### src/hw/pmf_pkg.sv
// Constants for the power monitor flag logic: map, fields, reset values
//
// What this block does
// - Power-on reset sets power-on flag
// - Other resets leave power-on flag alone
// - Hold system reset while any supply low
// - Low-voltage reset flag set in full mode
// - No low-voltage reset in reduced mode
// - Main supply low sets warning, gated interrupt
// - Writing main acknowledge one clears warning
// - Reference supply low sets warning, gated interrupt
// - Writing reference acknowledge one clears warning
// - Two-bit reference warning threshold forwarded
// - Warnings disabled in reduced mode
// - Precision reference ready flag; off in reduced
// - Sensor on only when enabled, not reduced
// - Select bit picks sensor or bandgap voltage
// - High temperature status follows hysteresis comparator
// - Status change sets flag when enabled
// - Writing one clears high temperature flag
// - Trim enable applies four-bit threshold trim
// - Trim registers need global write enable
// - Oscillator on in full, stoppable in reduced
// - Six-bit oscillator trim driven, write protected
// - Reference supply ready after enable
`default_nettype none
package pmf_pkg;

  ////////////////////////////////////////////////////////////////////////////
  // Register byte offsets
  localparam logic [7:0] OFS_CTRL = 8'h00;    // Control
  localparam logic [7:0] OFS_RST = 8'h04;     // Reset flags
  localparam logic [7:0] OFS_LVW1 = 8'h08;    // Main supply warning
  localparam logic [7:0] OFS_LVW2 = 8'h0c;    // Reference supply warning
  localparam logic [7:0] OFS_REFLVW = 8'h10;  // Reference warning level
  localparam logic [7:0] OFS_STAT = 8'h14;    // Ready status
  localparam logic [7:0] OFS_TPCTRL = 8'h18;  // Temperature control
  localparam logic [7:0] OFS_TPTM = 8'h1c;    // Temperature trim
  localparam logic [7:0] OFS_OSCTRM = 8'h20;  // Oscillator trim
  localparam logic [7:0] OFS_REFCFG = 8'h24;  // Reference config

  ////////////////////////////////////////////////////////////////////////////
  // Field positions
  localparam int B_GWE = 0;       // Control: global write enable
  localparam int B_REFDN = 1;     // Control: reference regulator off
  localparam int B_OSCSTP = 2;    // Control: oscillator runs in reduced
  localparam int B_PWRON = 0;     // Reset: power-on flag
  localparam int B_LOWRST = 1;    // Reset: low-voltage reset flag
  localparam int B_WFLAG = 0;     // Warning: flag
  localparam int B_WIE = 1;       // Warning: interrupt enable
  localparam int B_WACK = 2;      // Warning: acknowledge
  localparam int B_SUPRDY = 0;    // Status: reference supply ready
  localparam int B_PRERDY = 2;    // Status: precision reference ready
  localparam int B_TEN = 0;       // Temp: sensor enable
  localparam int B_TSEL = 1;      // Temp: output select
  localparam int B_HTS = 2;       // Temp: high temperature status
  localparam int B_HTEN = 3;      // Temp: interrupt enable
  localparam int B_HTFLAG = 4;    // Temp: interrupt flag
  localparam int B_TRMEN = 7;     // Trim: trim enable

  ////////////////////////////////////////////////////////////////////////////
  // Synchronised analog inputs, index in the input vector
  localparam int NSYNC = 10;      // Number of monitored lines
  localparam int S_SUPLOW = 0;    // First of three supply-low lines
  localparam int S_WMAIN = 3;     // Main supply warning level
  localparam int S_WREF = 4;      // Reference supply warning level
  localparam int S_PRERDY = 5;    // Precision reference ready
  localparam int S_SUPRDY = 6;    // Reference regulator ready
  localparam int S_HTCMP = 7;     // High temperature comparator
  localparam int S_REDUCED = 8;   // Reduced performance mode
  localparam int S_SRST = 9;      // Other system reset request

  ////////////////////////////////////////////////////////////////////////////
  // Reset values
  localparam logic [5:0] RST_OSCTRIM = 6'h20;  // Oscillator trim
  localparam logic [5:0] RST_REFTRIM = 6'h20;  // Reference trim
  localparam logic [3:0] RST_TTRIM = 4'h8;     // Temperature trim
  localparam logic [1:0] RST_REFTHR = 2'h0;    // Reference level select

  // Set wins over clear for every hardware flag
  function automatic logic flag_next(input logic q, input logic set,
                                     input logic clr);
    flag_next = set | (q & ~clr);
  endfunction

endpackage
`default_nettype wire

### src/hw/pmf_sync.sv
// Three-stage synchroniser with agreement filter for analog inputs
`timescale 1ns/100ps
`default_nettype none
module pmf_sync
  import pmf_pkg::*;
(
  input wire logic i_mclk,               // System clock
  input wire logic i_rst_n,              // Async reset, active low
  input wire logic [NSYNC-1:0] i_async,  // Raw lines
  output logic [NSYNC-1:0] o_sync        // Filtered lines
);

  logic [NSYNC-1:0] s1_q; // First stage, read by second only
  logic [NSYNC-1:0] s2_q; // Second stage
  logic [NSYNC-1:0] s3_q; // Third stage
  logic [NSYNC-1:0] out_q; // Accepted value

  ////////////////////////////////////////////////////////////////////////////
  // Shift chain
  always_ff @(posedge i_mclk or negedge i_rst_n) begin
    if (!i_rst_n) begin
      s1_q <= '0;
      s2_q <= '0;
      s3_q <= '0;
    end else begin
      s1_q <= i_async;
      s2_q <= s1_q;
      s3_q <= s2_q;
    end
  end

  // A change counts once stages two and three agree
  always_ff @(posedge i_mclk or negedge i_rst_n) begin
    if (!i_rst_n) begin
      out_q <= '0;
    end else begin
      for (int i = 0; i < NSYNC; i++) begin
        if (s2_q[i] == s3_q[i]) begin
          out_q[i] <= s3_q[i];
        end
      end
    end
  end

  assign o_sync = out_q;

endmodule
`default_nettype wire

### src/hw/pmf_top.sv
// Power monitor flag, enable and write-protect logic with APB registers
//
// The placing of the registers and the APB slave port were decided locally.
`timescale 1ns/100ps
`default_nettype none
module pmf_top
  import pmf_pkg::*;
(
  input wire logic i_mclk,              // 20 MHz system clock
  input wire logic i_rst_n,             // Power-on reset, active low
  input wire logic i_psel,              // APB select
  input wire logic i_penable,           // APB enable
  input wire logic i_pwrite,            // APB direction
  input wire logic [7:0] i_paddr,       // APB byte address
  input wire logic [31:0] i_pwdata,     // APB write data
  output logic [31:0] o_prdata,         // APB read data
  output logic o_pready,                // APB ready
  output logic o_pslverr,               // APB error, unmapped
  input wire logic [2:0] i_supply_low,  // Supply below reset level
  input wire logic i_main_warn,         // Main supply below warning
  input wire logic i_ref_warn,          // Reference below warning
  input wire logic i_prec_ref_rdy,      // Precision reference ready
  input wire logic i_ref_sup_rdy,       // Reference regulator ready
  input wire logic i_ht_cmp,            // Hysteresis comparator out
  input wire logic i_reduced_mode,      // Reduced performance mode
  input wire logic i_sys_rst_req,       // Other system reset source
  output logic o_sys_rst_hold,          // Hold system in reset
  output logic o_main_warn_irq,         // Main warning interrupt
  output logic o_ref_warn_irq,          // Reference warning interrupt
  output logic o_ht_irq,                // High temperature interrupt
  output logic [1:0] o_ref_thr_sel,     // Reference warning level
  output logic o_warn_det_en,           // Warning detectors enable
  output logic o_prec_ref_en,           // Precision reference enable
  output logic o_ref_reg_en,            // Reference regulator enable
  output logic [5:0] o_ref_trim,        // Reference voltage trim
  output logic o_temp_en,               // Temperature sensor enable
  output logic o_temp_sel,              // 0 sensor, 1 bandgap
  output logic o_ht_trim_en,            // Use threshold trim
  output logic [3:0] o_ht_trim,         // Threshold trim
  output logic o_osc_en,                // Low-power oscillator run
  output logic [5:0] o_osc_trim         // Oscillator frequency trim
);

  ////////////////////////////////////////////////////////////////////////////
  // Synchronised inputs
  logic [NSYNC-1:0] raw; // Raw analog lines
  logic [NSYNC-1:0] s; // Filtered lines
  logic reduced; // Reduced performance mode
  logic soft_rst; // Other system reset

  assign raw = {i_sys_rst_req, i_reduced_mode, i_ht_cmp, i_ref_sup_rdy,
                i_prec_ref_rdy, i_ref_warn, i_main_warn, i_supply_low};

  pmf_sync i_pmf_sync (
    .i_mclk(i_mclk),
    .i_rst_n(i_rst_n),
    .i_async(raw),
    .o_sync(s)
  );

  assign reduced = s[S_REDUCED];
  assign soft_rst = s[S_SRST];

  ////////////////////////////////////////////////////////////////////////////
  // APB access decode
  logic wr; // Write takes effect now
  logic [31:0] wd; // Write data
  logic mapped; // Address hits a register

  assign wr = i_psel & i_penable & o_pready & i_pwrite;
  assign wd = i_pwdata;

  function automatic logic hit(input logic [7:0] a, input logic [7:0] o);
    hit = (a == o);
  endfunction

  assign mapped = hit(i_paddr, OFS_CTRL) | hit(i_paddr, OFS_RST) |
                  hit(i_paddr, OFS_LVW1) | hit(i_paddr, OFS_LVW2) |
                  hit(i_paddr, OFS_REFLVW) | hit(i_paddr, OFS_STAT) |
                  hit(i_paddr, OFS_TPCTRL) | hit(i_paddr, OFS_TPTM) |
                  hit(i_paddr, OFS_OSCTRM) | hit(i_paddr, OFS_REFCFG);

  ////////////////////////////////////////////////////////////////////////////
  // Register state
  logic gwe_q; // Global write enable
  logic refdn_q; // Reference regulator off
  logic oscstp_q; // Oscillator allowed to run in reduced mode
  logic pwr_on_flag_q; // Power-on reset flag
  logic low_rst_flag_q; // Low-voltage reset flag
  logic wmain_q; // Main supply warning flag
  logic wmain_ie_q; // Main supply warning interrupt enable
  logic wref_q; // Reference warning flag
  logic wref_ie_q; // Reference warning interrupt enable
  logic [1:0] refthr_q; // Reference warning level
  logic ten_q; // Sensor enable bit
  logic tsel_q; // Sensor output select
  logic hts_q; // High temperature status
  logic ht_ie_q; // High temperature interrupt enable
  logic ht_flag_q; // High temperature interrupt flag
  logic trmen_q; // Trim enable
  logic [3:0] ttrim_q; // Threshold trim
  logic [5:0] osctrim_q; // Oscillator trim
  logic [5:0] reftrim_q; // Reference trim
  logic low_rst_act; // Supply-low reset active now
  logic low_rst_act_q; // Previous supply-low state

  assign low_rst_act = (|s[S_SUPLOW+:3]) & ~reduced;

  ////////////////////////////////////////////////////////////////////////////
  // Control register; other system resets return it to defaults
  always_ff @(posedge i_mclk or negedge i_rst_n) begin
    if (!i_rst_n) begin
      gwe_q <= 1'b0;
      refdn_q <= 1'b0;
      oscstp_q <= 1'b1;
    end else if (soft_rst) begin
      gwe_q <= 1'b0;
      refdn_q <= 1'b0;
      oscstp_q <= 1'b1;
    end else if (wr && hit(i_paddr, OFS_CTRL)) begin
      gwe_q <= wd[B_GWE];
      refdn_q <= wd[B_REFDN];
      oscstp_q <= wd[B_OSCSTP];
    end
  end

  // Reset flags survive every reset except power-on
  always_ff @(posedge i_mclk or negedge i_rst_n) begin
    if (!i_rst_n) begin
      pwr_on_flag_q <= 1'b1;
      low_rst_flag_q <= 1'b1;
      low_rst_act_q <= 1'b0;
    end else begin
      low_rst_act_q <= low_rst_act;
      pwr_on_flag_q <= flag_next(pwr_on_flag_q, 1'b0,
        wr && hit(i_paddr, OFS_RST) && wd[B_PWRON]);
      low_rst_flag_q <= flag_next(low_rst_flag_q,
        low_rst_act & ~low_rst_act_q,
        wr && hit(i_paddr, OFS_RST) && wd[B_LOWRST]);
    end
  end

  // Warning flags, detectors idle in reduced mode
  always_ff @(posedge i_mclk or negedge i_rst_n) begin
    if (!i_rst_n) begin
      wmain_q <= 1'b0;
      wref_q <= 1'b0;
    end else begin
      wmain_q <= flag_next(wmain_q, s[S_WMAIN] & ~reduced,
                           wr && hit(i_paddr, OFS_LVW1) && wd[B_WACK]);
      wref_q <= flag_next(wref_q, s[S_WREF] & ~reduced,
                          wr && hit(i_paddr, OFS_LVW2) && wd[B_WACK]);
    end
  end

  // Warning enables and reference level select
  always_ff @(posedge i_mclk or negedge i_rst_n) begin
    if (!i_rst_n) begin
      wmain_ie_q <= 1'b0;
      wref_ie_q <= 1'b0;
      refthr_q <= RST_REFTHR;
    end else if (soft_rst) begin
      wmain_ie_q <= 1'b0;
      wref_ie_q <= 1'b0;
      refthr_q <= RST_REFTHR;
    end else begin
      if (wr && hit(i_paddr, OFS_LVW1)) begin
        wmain_ie_q <= wd[B_WIE];
      end
      if (wr && hit(i_paddr, OFS_LVW2)) begin
        wref_ie_q <= wd[B_WIE];
      end
      if (wr && hit(i_paddr, OFS_REFLVW)) begin
        refthr_q <= wd[1:0];
      end
    end
  end

  // Temperature control bits
  always_ff @(posedge i_mclk or negedge i_rst_n) begin
    if (!i_rst_n) begin
      ten_q <= 1'b0;
      tsel_q <= 1'b0;
      ht_ie_q <= 1'b0;
    end else if (soft_rst) begin
      ten_q <= 1'b0;
      tsel_q <= 1'b0;
      ht_ie_q <= 1'b0;
    end else if (wr && hit(i_paddr, OFS_TPCTRL)) begin
      ten_q <= wd[B_TEN];
      tsel_q <= wd[B_TSEL];
      ht_ie_q <= wd[B_HTEN];
    end
  end

  // Status tracks the comparator; any change flags when enabled
  always_ff @(posedge i_mclk or negedge i_rst_n) begin
    if (!i_rst_n) begin
      hts_q <= 1'b0;
      ht_flag_q <= 1'b0;
    end else begin
      hts_q <= s[S_HTCMP];
      ht_flag_q <= flag_next(ht_flag_q,
        ht_ie_q & (s[S_HTCMP] != hts_q),
        wr && hit(i_paddr, OFS_TPCTRL) && wd[B_HTFLAG]);
    end
  end

  // Protected trim registers, writes dropped without global enable
  always_ff @(posedge i_mclk or negedge i_rst_n) begin
    if (!i_rst_n) begin
      trmen_q <= 1'b0;
      ttrim_q <= RST_TTRIM;
      osctrim_q <= RST_OSCTRIM;
      reftrim_q <= RST_REFTRIM;
    end else if (wr && gwe_q) begin
      if (hit(i_paddr, OFS_TPTM)) begin
        trmen_q <= wd[B_TRMEN];
        ttrim_q <= wd[3:0];
      end
      if (hit(i_paddr, OFS_OSCTRM)) begin
        osctrim_q <= wd[5:0];
      end
      if (hit(i_paddr, OFS_REFCFG)) begin
        reftrim_q <= wd[5:0];
      end
    end
  end

  ////////////////////////////////////////////////////////////////////////////
  // APB slave: ready in the first cycle of the access phase, no wait states
  always_ff @(posedge i_mclk or negedge i_rst_n) begin
    if (!i_rst_n) begin
      o_pready <= 1'b0;
      o_pslverr <= 1'b0;
      o_prdata <= 32'h0;
    end else begin
      o_pready <= i_psel & ~i_penable;
      o_pslverr <= i_psel & ~i_penable & ~mapped;
      o_prdata <= 32'h0;
      if (i_psel && !i_penable && !i_pwrite) begin
        unique case (1'b1)
          hit(i_paddr, OFS_CTRL): o_prdata <= {29'h0, oscstp_q, refdn_q, gwe_q};
          hit(i_paddr, OFS_RST): o_prdata <= {30'h0, low_rst_flag_q,
            pwr_on_flag_q};
          hit(i_paddr, OFS_LVW1): o_prdata <= {30'h0, wmain_ie_q, wmain_q};
          hit(i_paddr, OFS_LVW2): o_prdata <= {30'h0, wref_ie_q, wref_q};
          hit(i_paddr, OFS_REFLVW): o_prdata <= {30'h0, refthr_q};
          hit(i_paddr, OFS_STAT): o_prdata <= {29'h0, o_prec_ref_en &
            s[S_PRERDY], 1'b0, o_ref_reg_en & s[S_SUPRDY]};
          hit(i_paddr, OFS_TPCTRL): o_prdata <= {27'h0, ht_flag_q, ht_ie_q,
            hts_q, tsel_q, ten_q};
          hit(i_paddr, OFS_TPTM): o_prdata <= {24'h0, trmen_q, 3'h0, ttrim_q};
          hit(i_paddr, OFS_OSCTRM): o_prdata <= {26'h0, osctrim_q};
          hit(i_paddr, OFS_REFCFG): o_prdata <= {26'h0, reftrim_q};
          default: o_prdata <= 32'h0;
        endcase
      end
    end
  end

  ////////////////////////////////////////////////////////////////////////////
  // Registered outputs to the analog side and interrupts
  always_ff @(posedge i_mclk or negedge i_rst_n) begin
    if (!i_rst_n) begin
      o_sys_rst_hold <= 1'b0;
      o_main_warn_irq <= 1'b0;
      o_ref_warn_irq <= 1'b0;
      o_ht_irq <= 1'b0;
      o_warn_det_en <= 1'b0;
      o_prec_ref_en <= 1'b0;
      o_ref_reg_en <= 1'b0;
      o_temp_en <= 1'b0;
      o_osc_en <= 1'b1;
    end else begin
      o_sys_rst_hold <= low_rst_act;
      o_main_warn_irq <= wmain_q & wmain_ie_q;
      o_ref_warn_irq <= wref_q & wref_ie_q;
      o_ht_irq <= ht_flag_q & ht_ie_q;
      o_warn_det_en <= ~reduced;
      o_prec_ref_en <= ~reduced;
      o_ref_reg_en <= ~refdn_q;
      o_temp_en <= ten_q & ~reduced;
      o_osc_en <= ~reduced | oscstp_q;
    end
  end

  // Configuration fields passed straight out
  always_ff @(posedge i_mclk or negedge i_rst_n) begin
    if (!i_rst_n) begin
      o_ref_thr_sel <= RST_REFTHR;
      o_temp_sel <= 1'b0;
      o_ht_trim_en <= 1'b0;
      o_ht_trim <= RST_TTRIM;
      o_osc_trim <= RST_OSCTRIM;
      o_ref_trim <= RST_REFTRIM;
    end else begin
      o_ref_thr_sel <= refthr_q;
      o_temp_sel <= tsel_q;
      o_ht_trim_en <= trmen_q;
      o_ht_trim <= ttrim_q;
      o_osc_trim <= osctrim_q;
      o_ref_trim <= reftrim_q;
    end
  end
endmodule
`default_nettype wire

### config.mk
export PLATFORM = sky130hd
export DESIGN_NAME = pmf_top
export DESIGN_NICKNAME = d
export VERILOG_FILES = /design/src/hw/pmf_pkg.sv /design/src/hw/pmf_sync.sv /design/src/hw/pmf_top.sv
export SDC_FILE = /design/constraint.sdc
export NUM_CORES = 1
export LEC_CHECK = 0
export BUFFER_PORTS_ARGS = -buffer_cell sky130_fd_sc_hd__buf_4
export CORE_MARGIN = 3
export CORE_UTILIZATION = 55
export CTS_CLUSTER_DIAMETER = 30
export CTS_CLUSTER_SIZE = 20
export DETAILED_ROUTE_END_ITERATION = 16
export HOLD_SLACK_MARGIN = 0.1
export PLACE_DENSITY_LB_ADDON = 0.3
export SLEW_MARGIN = 10
export SYNTH_ARGS = -nofsm -noshare
export SYNTH_HDL_FRONTEND = slang
export SYNTH_SLANG_ARGS = --single-unit
### constraint.sdc
create_clock -name i_mclk -period 4.5 [get_ports i_mclk]
set_clock_uncertainty 0.15 [all_clocks]
set_input_delay 0.675 -clock i_mclk [delete_from_list [all_inputs] [get_ports i_mclk]]
set_output_delay 0.675 -clock i_mclk [all_outputs]
set_load 0.005 [all_outputs]
==> summary by stage, run 1 <==
Clock tree
The clock sink count is 110. Clock tree synthesis selected as its root buffer the cell clkbuf_8. TritonCTS built the clock tree. The clock-pin slew reported for the worst setup and hold paths after clock tree synthesis is 90 ps.

The number of buffers on the longest clock path is 2. The clock latency on the worst-skew pair is 370 ps. Once the clock tree was built, the setup fixing pass inserted 0 buffers. The total clock buffers created by CTS is 9. For this design, the CTS-stage hold fixing added 0 buffers. The number of gates resized after CTS was 0. The clock tree synthesis step divided the H-tree into 3 levels.

Min path
The worst hold path belongs to the class reg -> reg. The startpoint identified for the worst hold timing path is i_pmf_sync.s1_q[6].

Placed design
The placer's final routability congestion estimate is 0.874. Detailed placement finished with a half-perimeter wire length of 5310 um. OpenSTA, run right after detailed placement, puts the worst setup slack at 1880 ps. The count of input and output buffers is 67.

Floorplan
From left edge to right edge, the die measures 93.1 um. The area of the core is 7290 sq um. The starting utilization of the core area is 57.2%. The overall die area is 8670 sq um. Row generation in the floorplan step produced 31 rows. 118 I/O pins were placed. The vertical extent of the die is 93.1 um.

STA
The setup TNS after final layout is 0 ps. Setup violations remaining at the end of the flow were counted as 0. Setup repair after global routing left no endpoint under its margin. The part of the cycle the worst path needs is 49.7%. For this run, the top clock speed supported by timing is 447 MHz. At the pin with the least slew margin, the transition time is 1040 ps. Headroom to the max-slew limit came out at 30.5%. The number of pins exceeding their max-slew limit in the final report is 0. The final count of hold timing violations is 0. The post-route worst setup slack is 2260 ps. The minimum period implied by the final worst setup slack is 2240 ps. The tightest hold path in the finished design has a slack of 204 ps.

Power
The power density relative to cell area is 351 nW/um^2. Across the VDD grid, the largest voltage drop is 0.210 mV. For this design the static power due to leakage is 2.33 nW.

Routing
Summing over every cut layer, the via total after detailed routing is 2,517. For this run, design rule violations remaining after detail routing come to 0. The number of iterations in the first detailed-routing pass is 4. The detailed router's first-iteration violation count is 154.

The antenna violation net count after detailed routing is 0. After detailed routing, the average wire length per cell comes to 16.1 um. The routed via count divided by cell count is 5.27. Summed over all layers, the routed wires come to 7670 um.

Logic synthesis
The synthesis-stage register bit count is 110. The number of distinct library cells after synthesis is 50. During synthesis, Yosys emitted a total of 0 warnings. The mapped netlist covers 4170 sq um. Of all cell types, the one taking the most synthesized area is dfrtp_1. The synthesized area per cell is 13.6 sq um.

The share of synthesized area in the top cell type comes to 60.0%. Counting every instance in the synthesized netlist gives 307. For this run, the register share of the synthesized area comes to 66.3%.

By area the synthesized netlist is led by dfrtp_1, dfstp_2, buf_4.

GRT
Across every metal layer, demand over resource in global routing totals 18.6%. The number of global-route vias before repair is 2,427. The total global routing overflow is 0. The initial antenna violation count is 0. The first global-routing pass estimated 12,300 um of wire.

Entering global routing, the biggest net connects 89 pins.

Worst setup path
The launching point of the worst reg2reg path is o_pready. The worst setup path is of the in -> reg kind. Data on the critical path arrives at its endpoint at 2340 ps.

STA classifies the critical path endpoint as a flop. The required arrival time at the worst endpoint is 4600 ps. STA classifies the critical path startpoint as an input port. The highest fanout seen on the critical path is 24. Tracing the worst setup path back leads to its startpoint at i_paddr[3].

Cells and area
The final net count is 429. The repair_antennas step left the layout with diodes totalling 0. Of the cells placed in the final design, the portion with a size suffix greater than 1 is 31.7%. The share of the core filled with cells in the final layout is 66.7%. The relative area change from synthesis to final layout is 16.6%.

Outcome
The flow ran to the end, and the final reports show no timing, DRC or antenna violations.

Flow run
The max-cap violation count is 0.
## power breakdown
part           internal, mW  switching (mW)  leakage, nW
clock network         0.255           0.326        0.105
registers              1.01          0.0165         1.38
logic                0.0382          0.0579        0.842
## placed cells by master (no fill, tap or decap), drive strengths merged, types with 3 or more instances in the layout
cell type,netlist,final
a22o,4,4
inv,7,9
dfrtp,100,100
a31oi,5,5
nor2,16,16
conb,1,25
or4b,3,3
nand2b,5,5
o21ai,6,6
a21oi,7,7
nor4b,3,3
clkbuf,7,12
dfstp,10,10
mux2,19,19
nor3,7,7
mux2i,11,11
maj3,10,10
and2,5,5
nand3,15,15
nand2,11,11
buf,29,68
## synthesized netlist by cell type, drive strengths merged
| cell | n |
|---|---|
| nor3 | 7 |
| buf | 29 |
| mux2i | 11 |
| xor2 | 1 |
| nor2 | 16 |
| a21oi | 7 |
| nor2b | 2 |
| o32ai | 1 |
| o211ai | 1 |
| or2 | 1 |
| o21ai | 6 |
| inv | 7 |
| and3 | 2 |
| nand3 | 15 |
| a32o | 1 |
| conb | 1 |
| a22oi | 2 |
| a22o | 4 |
| nor4b | 3 |
| nor3b | 1 |
| dfstp | 10 |
| maj3 | 10 |
| and4bb | 1 |
| mux2 | 19 |
| or3b | 1 |
| a31oi | 5 |
| and2 | 5 |
| a211o | 1 |
| or4b | 3 |
| nand2 | 11 |
| a32oi | 1 |
| clkbuf | 7 |
| nand4 | 1 |
| dfrtp | 100 |
| a21o | 1 |
| nand2b | 5 |
| o2bb2ai | 1 |
| and4 | 1 |
| nor4 | 2 |
| nand3b | 2 |
| and3b | 2 |
## critical path: stages
cell and delay, ps:
buf_4 190, nor4b_2 660, nand3_1 430, mux2_2 380
## sequential cells by signal (all words and copies together) (netlist names), 2 cells and up
name / cells
i_pmf_sync.s1_q: 10
refthr_q: 2
o_ht_trim: 4
i_pmf_sync.s2_q: 10
osctrim_q: 6
o_osc_trim: 6
i_pmf_sync.s3_q: 10
reftrim_q: 6
o_ref_trim: 6
o_ref_thr_sel: 2
o_prdata: 7
ttrim_q: 4
i_pmf_sync.o_sync: 10
## per-layer routing
layer | vias to the layer above | global-route usage [%] | wire, um
li1 | 1151 | - | -
met1 | 1241 | 26.4 | 3330
met2 | 105 | 27.3 | 3580
met3 | 20 | 3.86 | 540
met4 | 0 | 9.28 | 227
met5 | - | 0 | 0
## cell families (layout without fill, tap and decap cells)
logic type / Yosys count / count (layout) / share of synthesized area (%)
fa+ha+maj: 10 / 10 / 2.40
buf+inv: 43 / 91 / 6.30
other cells: 1 / 25 / 0.0899
xor+xnor: 1 / 1 / 0.210
flops: 110 / 110 / 66.3
compound gates: 31 / 31 / 4.95
mux: 30 / 30 / 7.77
simple gates: 81 / 81 / 12.0
## final cells by class
cell class                 instances  area [sq um]
fill                             545          2430
sequential                       110          2770
clock inverter                     4          37.5
timing repair buffer              68           510
clock buffer                      12           165
inverter                           7          26.3
tap                               99           124
multi-input combinational        178          1230
## metrics by stage
| stage | instance area (sq um) | cells | power [mW] |
|---|---|---|---|
| 6_report | 4860 | 478 | 1.71 |
| 5_1_grt | 4860 | 478 | 1.78 |
| 4_1_cts | 4860 | 478 | 1.73 |
| 3_5_place_dp | 4660 | 462 | 1.15 |
| 3_3_place_gp | 4660 | 462 | 1.14 |
| 2_1_floorplan | 4260 | 331 | 1.10 |
## worst paths after layout
check	slack, ps	end	depth (start not counted)
setup reg to reg	2610	osctrim_q[3]	4
hold / removal	200	i_pmf_sync.s2_q[6]	0
min in group asynchronous	330	i_pmf_sync.s3_q[5]	1
hold reg to reg	200	i_pmf_sync.s2_q[6]	0
max in group asynchronous	2910	osctrim_q[5]	2
setup / recovery	2260	reftrim_q[4]	4
(Power assumes the default switching activity.)
==> run 2: changes to the inputs <==
--- a/config.mk
+++ b/config.mk
@@ -5,9 +5,10 @@
 export SDC_FILE = /design/constraint.sdc
 export NUM_CORES = 1
 export LEC_CHECK = 0
+export ABC_AREA = 1
 export BUFFER_PORTS_ARGS = -buffer_cell sky130_fd_sc_hd__buf_4
 export CORE_MARGIN = 3
-export CORE_UTILIZATION = 55
+export CORE_UTILIZATION = 52
 export CTS_CLUSTER_DIAMETER = 30
 export CTS_CLUSTER_SIZE = 20
 export DETAILED_ROUTE_END_ITERATION = 16
==> constraint.sdc (replaced) <==
create_clock -name i_mclk -period 2.1 [get_ports i_mclk]
set_clock_uncertainty 0.15 [all_clocks]
set_input_delay 0.315 -clock i_mclk [delete_from_list [all_inputs] [get_ports i_mclk]]
set_output_delay 0.315 -clock i_mclk [all_outputs]
set_load 0.005 [all_outputs]
==> run 2 against run 1 <==
Critical path depth is 3 higher. Highest routed layer unchanged. Design area is 6.8% higher. Worst setup slack worse by 1900 ps. Largest cell class unchanged. Power is 120% higher. Non-clock buffer count is 20 higher. Via count is 10% higher. Register-to-register slack worse by 2100 ps. Worst hold slack worse by 86 ps. First-iteration DRC count is 0.65% lower. Count of clock-buffer cells in the layout is 2 lower. Critical path type unchanged. Flip-flop and latch count stayed put.
==> summary by stage, run 2 <==
Logic synthesis
The predominant post-synthesis flop cell is dfrtp_1. The async set-reset flop share out of synthesis is 100% (unchanged). The most instantiated library cell after synthesis is dfrtp_1.

The simple-gate share of the synthesized area is 17.8% (+5.8 points). The adder and majority gate portion of the synthesized area was 2.34% (-0.062 points). The summed instance area of the synthesized netlist was 4280 sq um (+2.7%). The multiplexer share of the synthesized area is 0% (-7.8 points). The number of distinct library cells after synthesis was 29 (-42%).

The number of flops mapped to enable cells by yosys was 0 (unchanged). By count the netlist is led by dfrtp_1, nand2_1, inv_1, nand3_1, buf_4. After synthesis, the cell types taking the most area are dfrtp_1, dfstp_2, nand2_1. The number of standard cells after synthesis was 380 (+24%). The area share of the leading cell type in the synthesized netlist was 58.4% (-1.6 points).

The share of synthesized area occupied by flip-flops and latches is 64.5% (-1.7 points). The synthesized area per cell came to 11.3 sq um (-17%). The area fraction in compound gates after synthesis is 6.19% (+1.2 points). The number of warnings printed during yosys synthesis is 0 (unchanged). The synthesis-stage register bit count came to 110 (unchanged). dfrtp_1 takes more of the synthesized area than any other cell. After synthesis, the largest family of logic cells by area is simple AND/OR/NAND/NOR gates. The xor/xnor cell area share of the yosys netlist is 0.204% (-0.0055 points).

Routing
The average wire per cell in the routed design came to 13.4 um (-16%). The number of iterations in the first detailed-routing pass is 5 (+1). The antenna violation net count after detailed routing came to 0 (unchanged).

The routed via count divided by cell count is 4.77 (-9.3%). The DRC violation count after routing is 0 (unchanged). The wire length reported by the detailed router was 7810 um (+1.8%).

The via count is 2,779 (+10%). The detailed router's first-iteration violation count is 153 (-0.65%).

Power
The total power was 3.71 mW (+120%). The worst vdd rail ir drop came to 0.538 mV (+160%). The fraction of power consumed by the clock network came to 32.4% (-1.6 points). The power density relative to cell area was 714 nW/um^2 (+100%).

The switching part of the total was 24.5% (+1.1 points). The combinational cell fraction of total power is 7.2% (+1.6 points). The fraction of power consumed by sequential logic is 60.4% (about the same). The net switching power figure is 0.908 mW (+130%).

The internal cell power is 2.80 mW (+110%). The leakage dissipation came to 2.61 nW (+12%).

Worst setup path
The highest fanout seen on the critical path is 12 (-50%). The kind of cell with the highest combined delay on the critical path is simple AND/OR/NAND/NOR gates. The cell with the largest stage delay on the worst path is dlygate4sd3_1. The start point of the critical path is i_penable. The arrival time at the worst endpoint is 1810 ps (-530 ps). The element type at the critical path start is an input port. The required arrival time at the worst endpoint was 2200 ps (-2400 ps). The critical path ends at reftrim_q[0]. The setup slack of the most critical reg-to-reg path came to 560 ps (-2050 ps). The worst path buffer plus inverter count is 2 (+1). The worst setup path is captured at a flop. The path length in cells of the critical path is 7 (+3). The endpoint identified for the worst register-to-register timing path is reftrim_q[0]. The launching point of the worst reg2reg path is o_pready. The critical path's largest stage delay is 520 ps (-140 ps). The depth of the worst register-to-register path is 5 (+1). The kind of critical path is in -> reg. Walking the worst path, the cells encountered are dlygate4sd3_1 -> buf_4 -> nand4_4 -> nor2_4 -> nand2_2 -> nand2_1 -> o21ai_2.

STA
The clock period could shrink to 1710 ps. The setup TNS after final layout is 0 ps (unchanged). The part of the cycle the worst path needs is 81.3%.

Setup repair after global routing left no endpoint under its margin. The worst hold margin is 118 ps (-86.2 ps). The number of endpoints failing setup at the final stage is 0 (unchanged).

The number of pins exceeding their max-slew limit in the final report is 0 (unchanged). The final count of hold timing violations is 0 (unchanged). The post-route worst setup slack was 393 ps (-1870 ps). The highest clock frequency the design can meet is 586 MHz.

Placed design
The post-place setup slack was 394 ps (-1480 ps). The total half-perimeter wirelength after legalization and detailed placement is 5760 um (+8.6%). The count of input and output buffers is 67 (unchanged). The placer's final routability congestion estimate was 0.825 (-5.6%).

Cells and area
The final net count is 530 (+24%). In the layout the commonest cells are dfrtp_1, buf_4, nand2_1. The share of the core filled with cells in the final layout is 66.2% (-0.53 points).

The number of diodes came to 0 (unchanged). The share of cells above drive strength 1 is 32.3% (+0.63 points). The most common cell after layout, fill and taps aside is dfrtp_1. The relative area change from synthesis to final layout is 21.2%. The number of filler cells placed in the layout is 608 (+12%).

Floorplan
The vertical extent of the die is 96.8 um (+3.9%). The boundary pin count is 118 (unchanged). The overall die area is 9360 sq um (+8.0%).

The count of standard-cell rows is 32 (+3.2%). The starting utilization of the core area is 54.6% (-2.6 points). The area of the core is 7850 sq um (+7.6%). The die width was 96.8 um (+3.9%).

GRT
The met1 track utilization from global routing is 23.6% (-2.8 points). The number of global-route vias before repair is 2,713 (+12%). The pin count of the biggest net entering global routing is 51 (-43%). The fraction of met3 tracks used by global routing came to 4.04% (+0.18 points). The initial antenna violation count came to 0 (unchanged). The global-route usage over all layers was 17.6% (-0.92 points).

The total global routing overflow came to 0 (unchanged). The wire length of the first global-routing pass is 13,300 um (+7.9%). The routing usage on met2 is 28.6% (+1.3 points).

The global routing's busiest layer is met2.

Clock tree
The total clock buffers created by CTS is 9 (unchanged). The number of buffers inserted to repair setup after CTS is 0 (unchanged). The library cell used as clock root buffer is clkbuf_8. The clock latency on the worst-skew pair was 360 ps (about the same). The clock-pin slew reported for the worst setup and hold paths after clock tree synthesis was 100 ps (about the same).

The clock tree from TritonCTS is done. The number of H-tree branching levels is 3 (unchanged). The number of buffers on the longest clock path came to 2 (unchanged). The post-cts repair resize count is 0 (unchanged). The hold buffer count at cts is 18 (+18). The clock sink count is 110 (unchanged).

Outcome
The run finished with clean final reports.

Min path
The min-delay analysis places its worst path in the category in -> reg.

Flow run
The max-cap violation count is 0 (unchanged).
-- run 2: changes by cell type after synthesis, moves of 11 or more --
| cell | change |
|---|---|
| mux2_2 | -15 |
| inv_1 | +26 |
| o21ai_2 | +12 |
| mux2i_1 | -11 |
| nand3_1 | +14 |
| nand2_1 | +46 |
| nand2_2 | +21 |
-- run 2: metal layers --
metal  up-vias  wire length, um
li1       1348                -
met1      1334             3390
met2        84             3860
met3        13              416
met4         0              147
met5         -                0
-- run 2: power groups by stage --
stage,Clock [mW],Sequential [mW],Combinational (mW)
5_1_grt,1.33,2.25,0.303
6_report,1.20,2.24,0.268
3_3_place_gp,0,2.28,0.237
3_5_place_dp,0,2.28,0.245
2_1_floorplan,0,2.27,0.136
4_1_cts,1.23,2.24,0.272
-- run 2: worst min path at each step --
stage / from / to / slack, ps / cells past startpoint
finish: i_pwdata[4] / reftrim_q[4] / 120 / 3
global route: i_pwdata[1] / reftrim_q[1] / 140 / 3
CTS: i_pwdata[4] / reftrim_q[4] / 120 / 3
detailed placement: i_rst_n / o_ref_thr_sel[0] / 50 / 1
global placement: i_rst_n / o_ref_thr_sel[0] / 50 / 1
floorplan: i_rst_n / gwe_q / -130 / 0
-- run 2: cells by family after synthesis --
kind of cell | count (synthesis)
other cells | 1
fa+ha+maj | 10
flops | 110
compound gates | 41
buf+inv | 70
simple gates | 147
xor+xnor | 1
-- run 2: area by class of cell --
class | instances | area [sq um] | share of cell area (%)
Clock buffer | 10 | 138 | 2.65
Clock inverter | 6 | 52.6 | 1.01
Inverter | 42 | 159 | 3.06
Multi-Input combinational cell | 224 | 1230 | 23.7
Sequential cell | 110 | 2770 | 53.3
Tap cell | 102 | 128 | 2.46
Timing Repair Buffer | 88 | 718 | 13.8
-- run 2: tightest hold or removal path, stage by stage --
cell	delay [ps]
buf_4	80
inv_1	80
o21ai_2	130
-- run 2: stage by stage --
step / cell area (sq um) / instances
CTS: 5190 / 582
global placement: 4820 / 548
detailed placement: 4820 / 548
floorplan: 4370 / 404
global route: 5190 / 582
finish: 5190 / 582
==> run 3: changes to the inputs <==
==> constraint.sdc (replaced) <==
create_clock -name i_mclk -period 1.7 [get_ports i_mclk]
set_clock_uncertainty 0.15 [all_clocks]
set_input_delay 0.255 -clock i_mclk [delete_from_list [all_inputs] [get_ports i_mclk]]
set_output_delay 0.255 -clock i_mclk [all_outputs]
set_load 0.005 [all_outputs]
==> run 3 against run 2 <==
Register-to-register slack got worse by 370 ps. Sequential share of layout area fell by 0.71 points. Combinational power up 30%. Non-clock buffer count rose by 7. Design area increased by 1.3%. Core utilization up 0.89 points. Count of clock-buffer cells in the layout stayed put.
==> summary by stage, run 3 (synthesized netlist as in run 2, its figures left out) <==
Floorplan
The vertical extent of the die is 96.8 um (unchanged). The overall die area is 9360 sq um (unchanged). The area of the core was 7850 sq um (unchanged). The count of standard-cell rows is 32 (unchanged).

The starting utilization of the core area is 54.6% (unchanged). The die width was 96.8 um (unchanged). The boundary pin count is 118 (unchanged).

Routing
The antenna violation net count after detailed routing came to 0 (unchanged). The DRC violation count after routing is 0 (unchanged). The wire length reported by the detailed router came to 8060 um (+3.2%).

The detailed router's first-iteration violation count is 150 (-2.0%). The number of iterations in the first detailed-routing pass is 4 (-1). The routed via count divided by cell count is 4.83 (+1.2%).

The average wire per cell in the routed design is 13.7 um (+2.0%). The via count is 2,845 (+2.4%).

Clock tree
The library cell used as clock root buffer is clkbuf_8. The clock sink count is 110 (unchanged). The number of buffers inserted to repair setup after CTS is 0 (unchanged). The total clock buffers created by CTS is 9 (unchanged). The clock tree from TritonCTS is done.

The number of H-tree branching levels is 3 (unchanged). The clock-pin slew reported for the worst setup and hold paths after clock tree synthesis was 100 ps (about the same). The number of buffers on the longest clock path was 2 (unchanged). The clock latency on the worst-skew pair is 360 ps (about the same).

Worst setup path
The highest fanout seen on the critical path is 12 (unchanged). The element type at the critical path start is an input port. The required arrival time at the worst endpoint is 1800 ps (-400 ps). The critical path is of the in -> reg type. The arrival time at the worst endpoint is 1740 ps (-70 ps).

The setup slack of the most critical reg-to-reg path is 190 ps (-370 ps). STA classifies the critical path endpoint as a flop.

Power
The leakage dissipation was 2.64 nW (+1.2%). The fraction of power consumed by the clock network is 31.1% (-1.3 points). The net switching power figure is 1.10 mW (+22%). The combinational cell fraction of total power came to 7.7% (+0.5 points).

The worst vdd rail ir drop is 0.625 mV (+16%). The total power is 4.52 mW (+22%). The fraction of power consumed by sequential logic is 61.1% (+0.7 points). The switching part of the total is 24.4% (-0.063 points). The internal cell power was 3.42 mW (+22%). The power density relative to cell area is 859 nW/um^2 (+20%).

Cells and area
Leaving out fill and tap cells, the most frequent cell in the layout is dfrtp_1. The number of diodes was 0 (unchanged). The area growth from synthesis to layout is 22.8%. In the layout the commonest cells are dfrtp_1, buf_4, nand2_1. The number of filler cells placed in the layout is 649 (+6.7%). The share of cells above drive strength 1 is 32.2% (-0.053 points). The area of all sequential standard cells is 2770 sq um (unchanged). The final net count is 537 (+1.3%). The multi-input logic area came to 1230 sq um (unchanged).

STA
The highest clock frequency the design can meet is 609 MHz. The worst path in the final design needs a cycle of 1640 ps, including I/O delays and setup. The worst hold margin came to 201 ps (+83.4 ps). Setup repair after global routing could not meet its margin everywhere. The part of the cycle the worst path needs is 96.5%. The number of endpoints failing setup at the final stage is 0 (unchanged). The number of pins exceeding their max-slew limit in the final report is 0 (unchanged). The final count of hold timing violations is 0 (unchanged).

Min path
The min-delay analysis places its worst path in the category in -> async.

GRT
The pin count of the biggest net entering global routing came to 30 (-41%). The initial antenna violation count was 0 (unchanged). The number of global-route vias before repair is 2,952 (+8.8%).

The wire length of the first global-routing pass came to 13,700 um (+3.3%). The total global routing overflow was 0 (unchanged). The global-route usage over all layers came to 18.2% (+0.52 points).

Placed design
The total half-perimeter wirelength after legalization and detailed placement came to 6000 um (+4.0%). The placer's final routability congestion estimate is 0.834 (+1.1%). The count of input and output buffers was 67 (unchanged).

Flow run
The max-cap violation count was 0 (unchanged).

Outcome
The flow ran to the end, and the final reports show no timing, DRC or antenna violations.
[run 3: cell types whose count changed in the layout (fill, tap and decap cells not counted), sizes merged]
| cell | change |
|---|---|
| dlygate4sd3 | +4 |
| buf | +3 |
| inv | -1 |
| clkinvlp | +1 |
[run 3: layout make-up]
cell class / count / share of cell area [%]
Multi-Input combinational cell: 224 / 23.4
Sequential cell: 110 / 52.5
Inverter: 42 / 3.02
Tap cell: 102 / 2.43
Timing Repair Buffer: 95 / 15.3
Clock inverter: 6 / 0.856
Clock buffer: 10 / 2.43
[run 3: layer usage]
layer  vias up  wire (um)  track usage (%)
met1      1382       3370             22.3
met2        94       4070             30.9
met4         0        150             8.21
met3        12        470             3.75
li1       1357          -                -
met5         -          0                0
[run 3: power by group through the flow]
stage          Clock, mW  Sequential (mW)  Combinational, mW
2_1_floorplan          0             2.80              0.168
3_3_place_gp           0             2.81              0.305
3_5_place_dp           0             2.82              0.313
4_1_cts             1.45             2.77              0.354
5_1_grt             1.56             2.78              0.391
6_report            1.41             2.76              0.349
[run 3: repair_timing]
| item | CTS | global route |
|---|---|---|
| setup endpoints to repair | 0 | 3 |
| hold endpoints to repair | 133 | 0 |
| gates resized for setup | 0 | 0 |
| hold buffers | 22 | 0 |
[run 3: worst max-delay path, stage by stage]
cell and delay (ps):
dlygate4sd3_1 520, buf_4 130, nand4_4 190, nor2_4 200, nand2_2 230, nand2_1 140
o21ai_2 50
[run 3: worst paths after layout]
kind / from / to / cells after the start
max in group asynchronous: i_rst_n / pwr_on_flag_q / 3
min: i_rst_n / wmain_ie_q / 2
min reg2reg: i_pmf_sync.s1_q[4] / i_pmf_sync.s2_q[4] / 0
max reg2reg: o_pready / osctrim_q[0] / 5
max: i_penable / osctrim_q[0] / 7
min in group i_mclk: i_pmf_sync.s1_q[4] / i_pmf_sync.s2_q[4] / 0
[run 3: stage by stage]
| stage | std cells | util (%) | worst slack, ps | instance area [sq um] | setup TNS [ps] |
|---|---|---|---|---|---|
| finish | 589 | 67.1 | 58.7 | 5260 | 0 |
| global route | 589 | 67.1 | -29.9 | 5260 | -44.0 |
| CTS | 589 | 67.1 | 70.9 | 5260 | 0 |
| detailed placement | 551 | 62.1 | 113 | 4870 | 0 |
| global placement | 551 | 62.1 | 136 | 4870 | 0 |
| floorplan | 404 | - | 401 | 4370 | 0 |
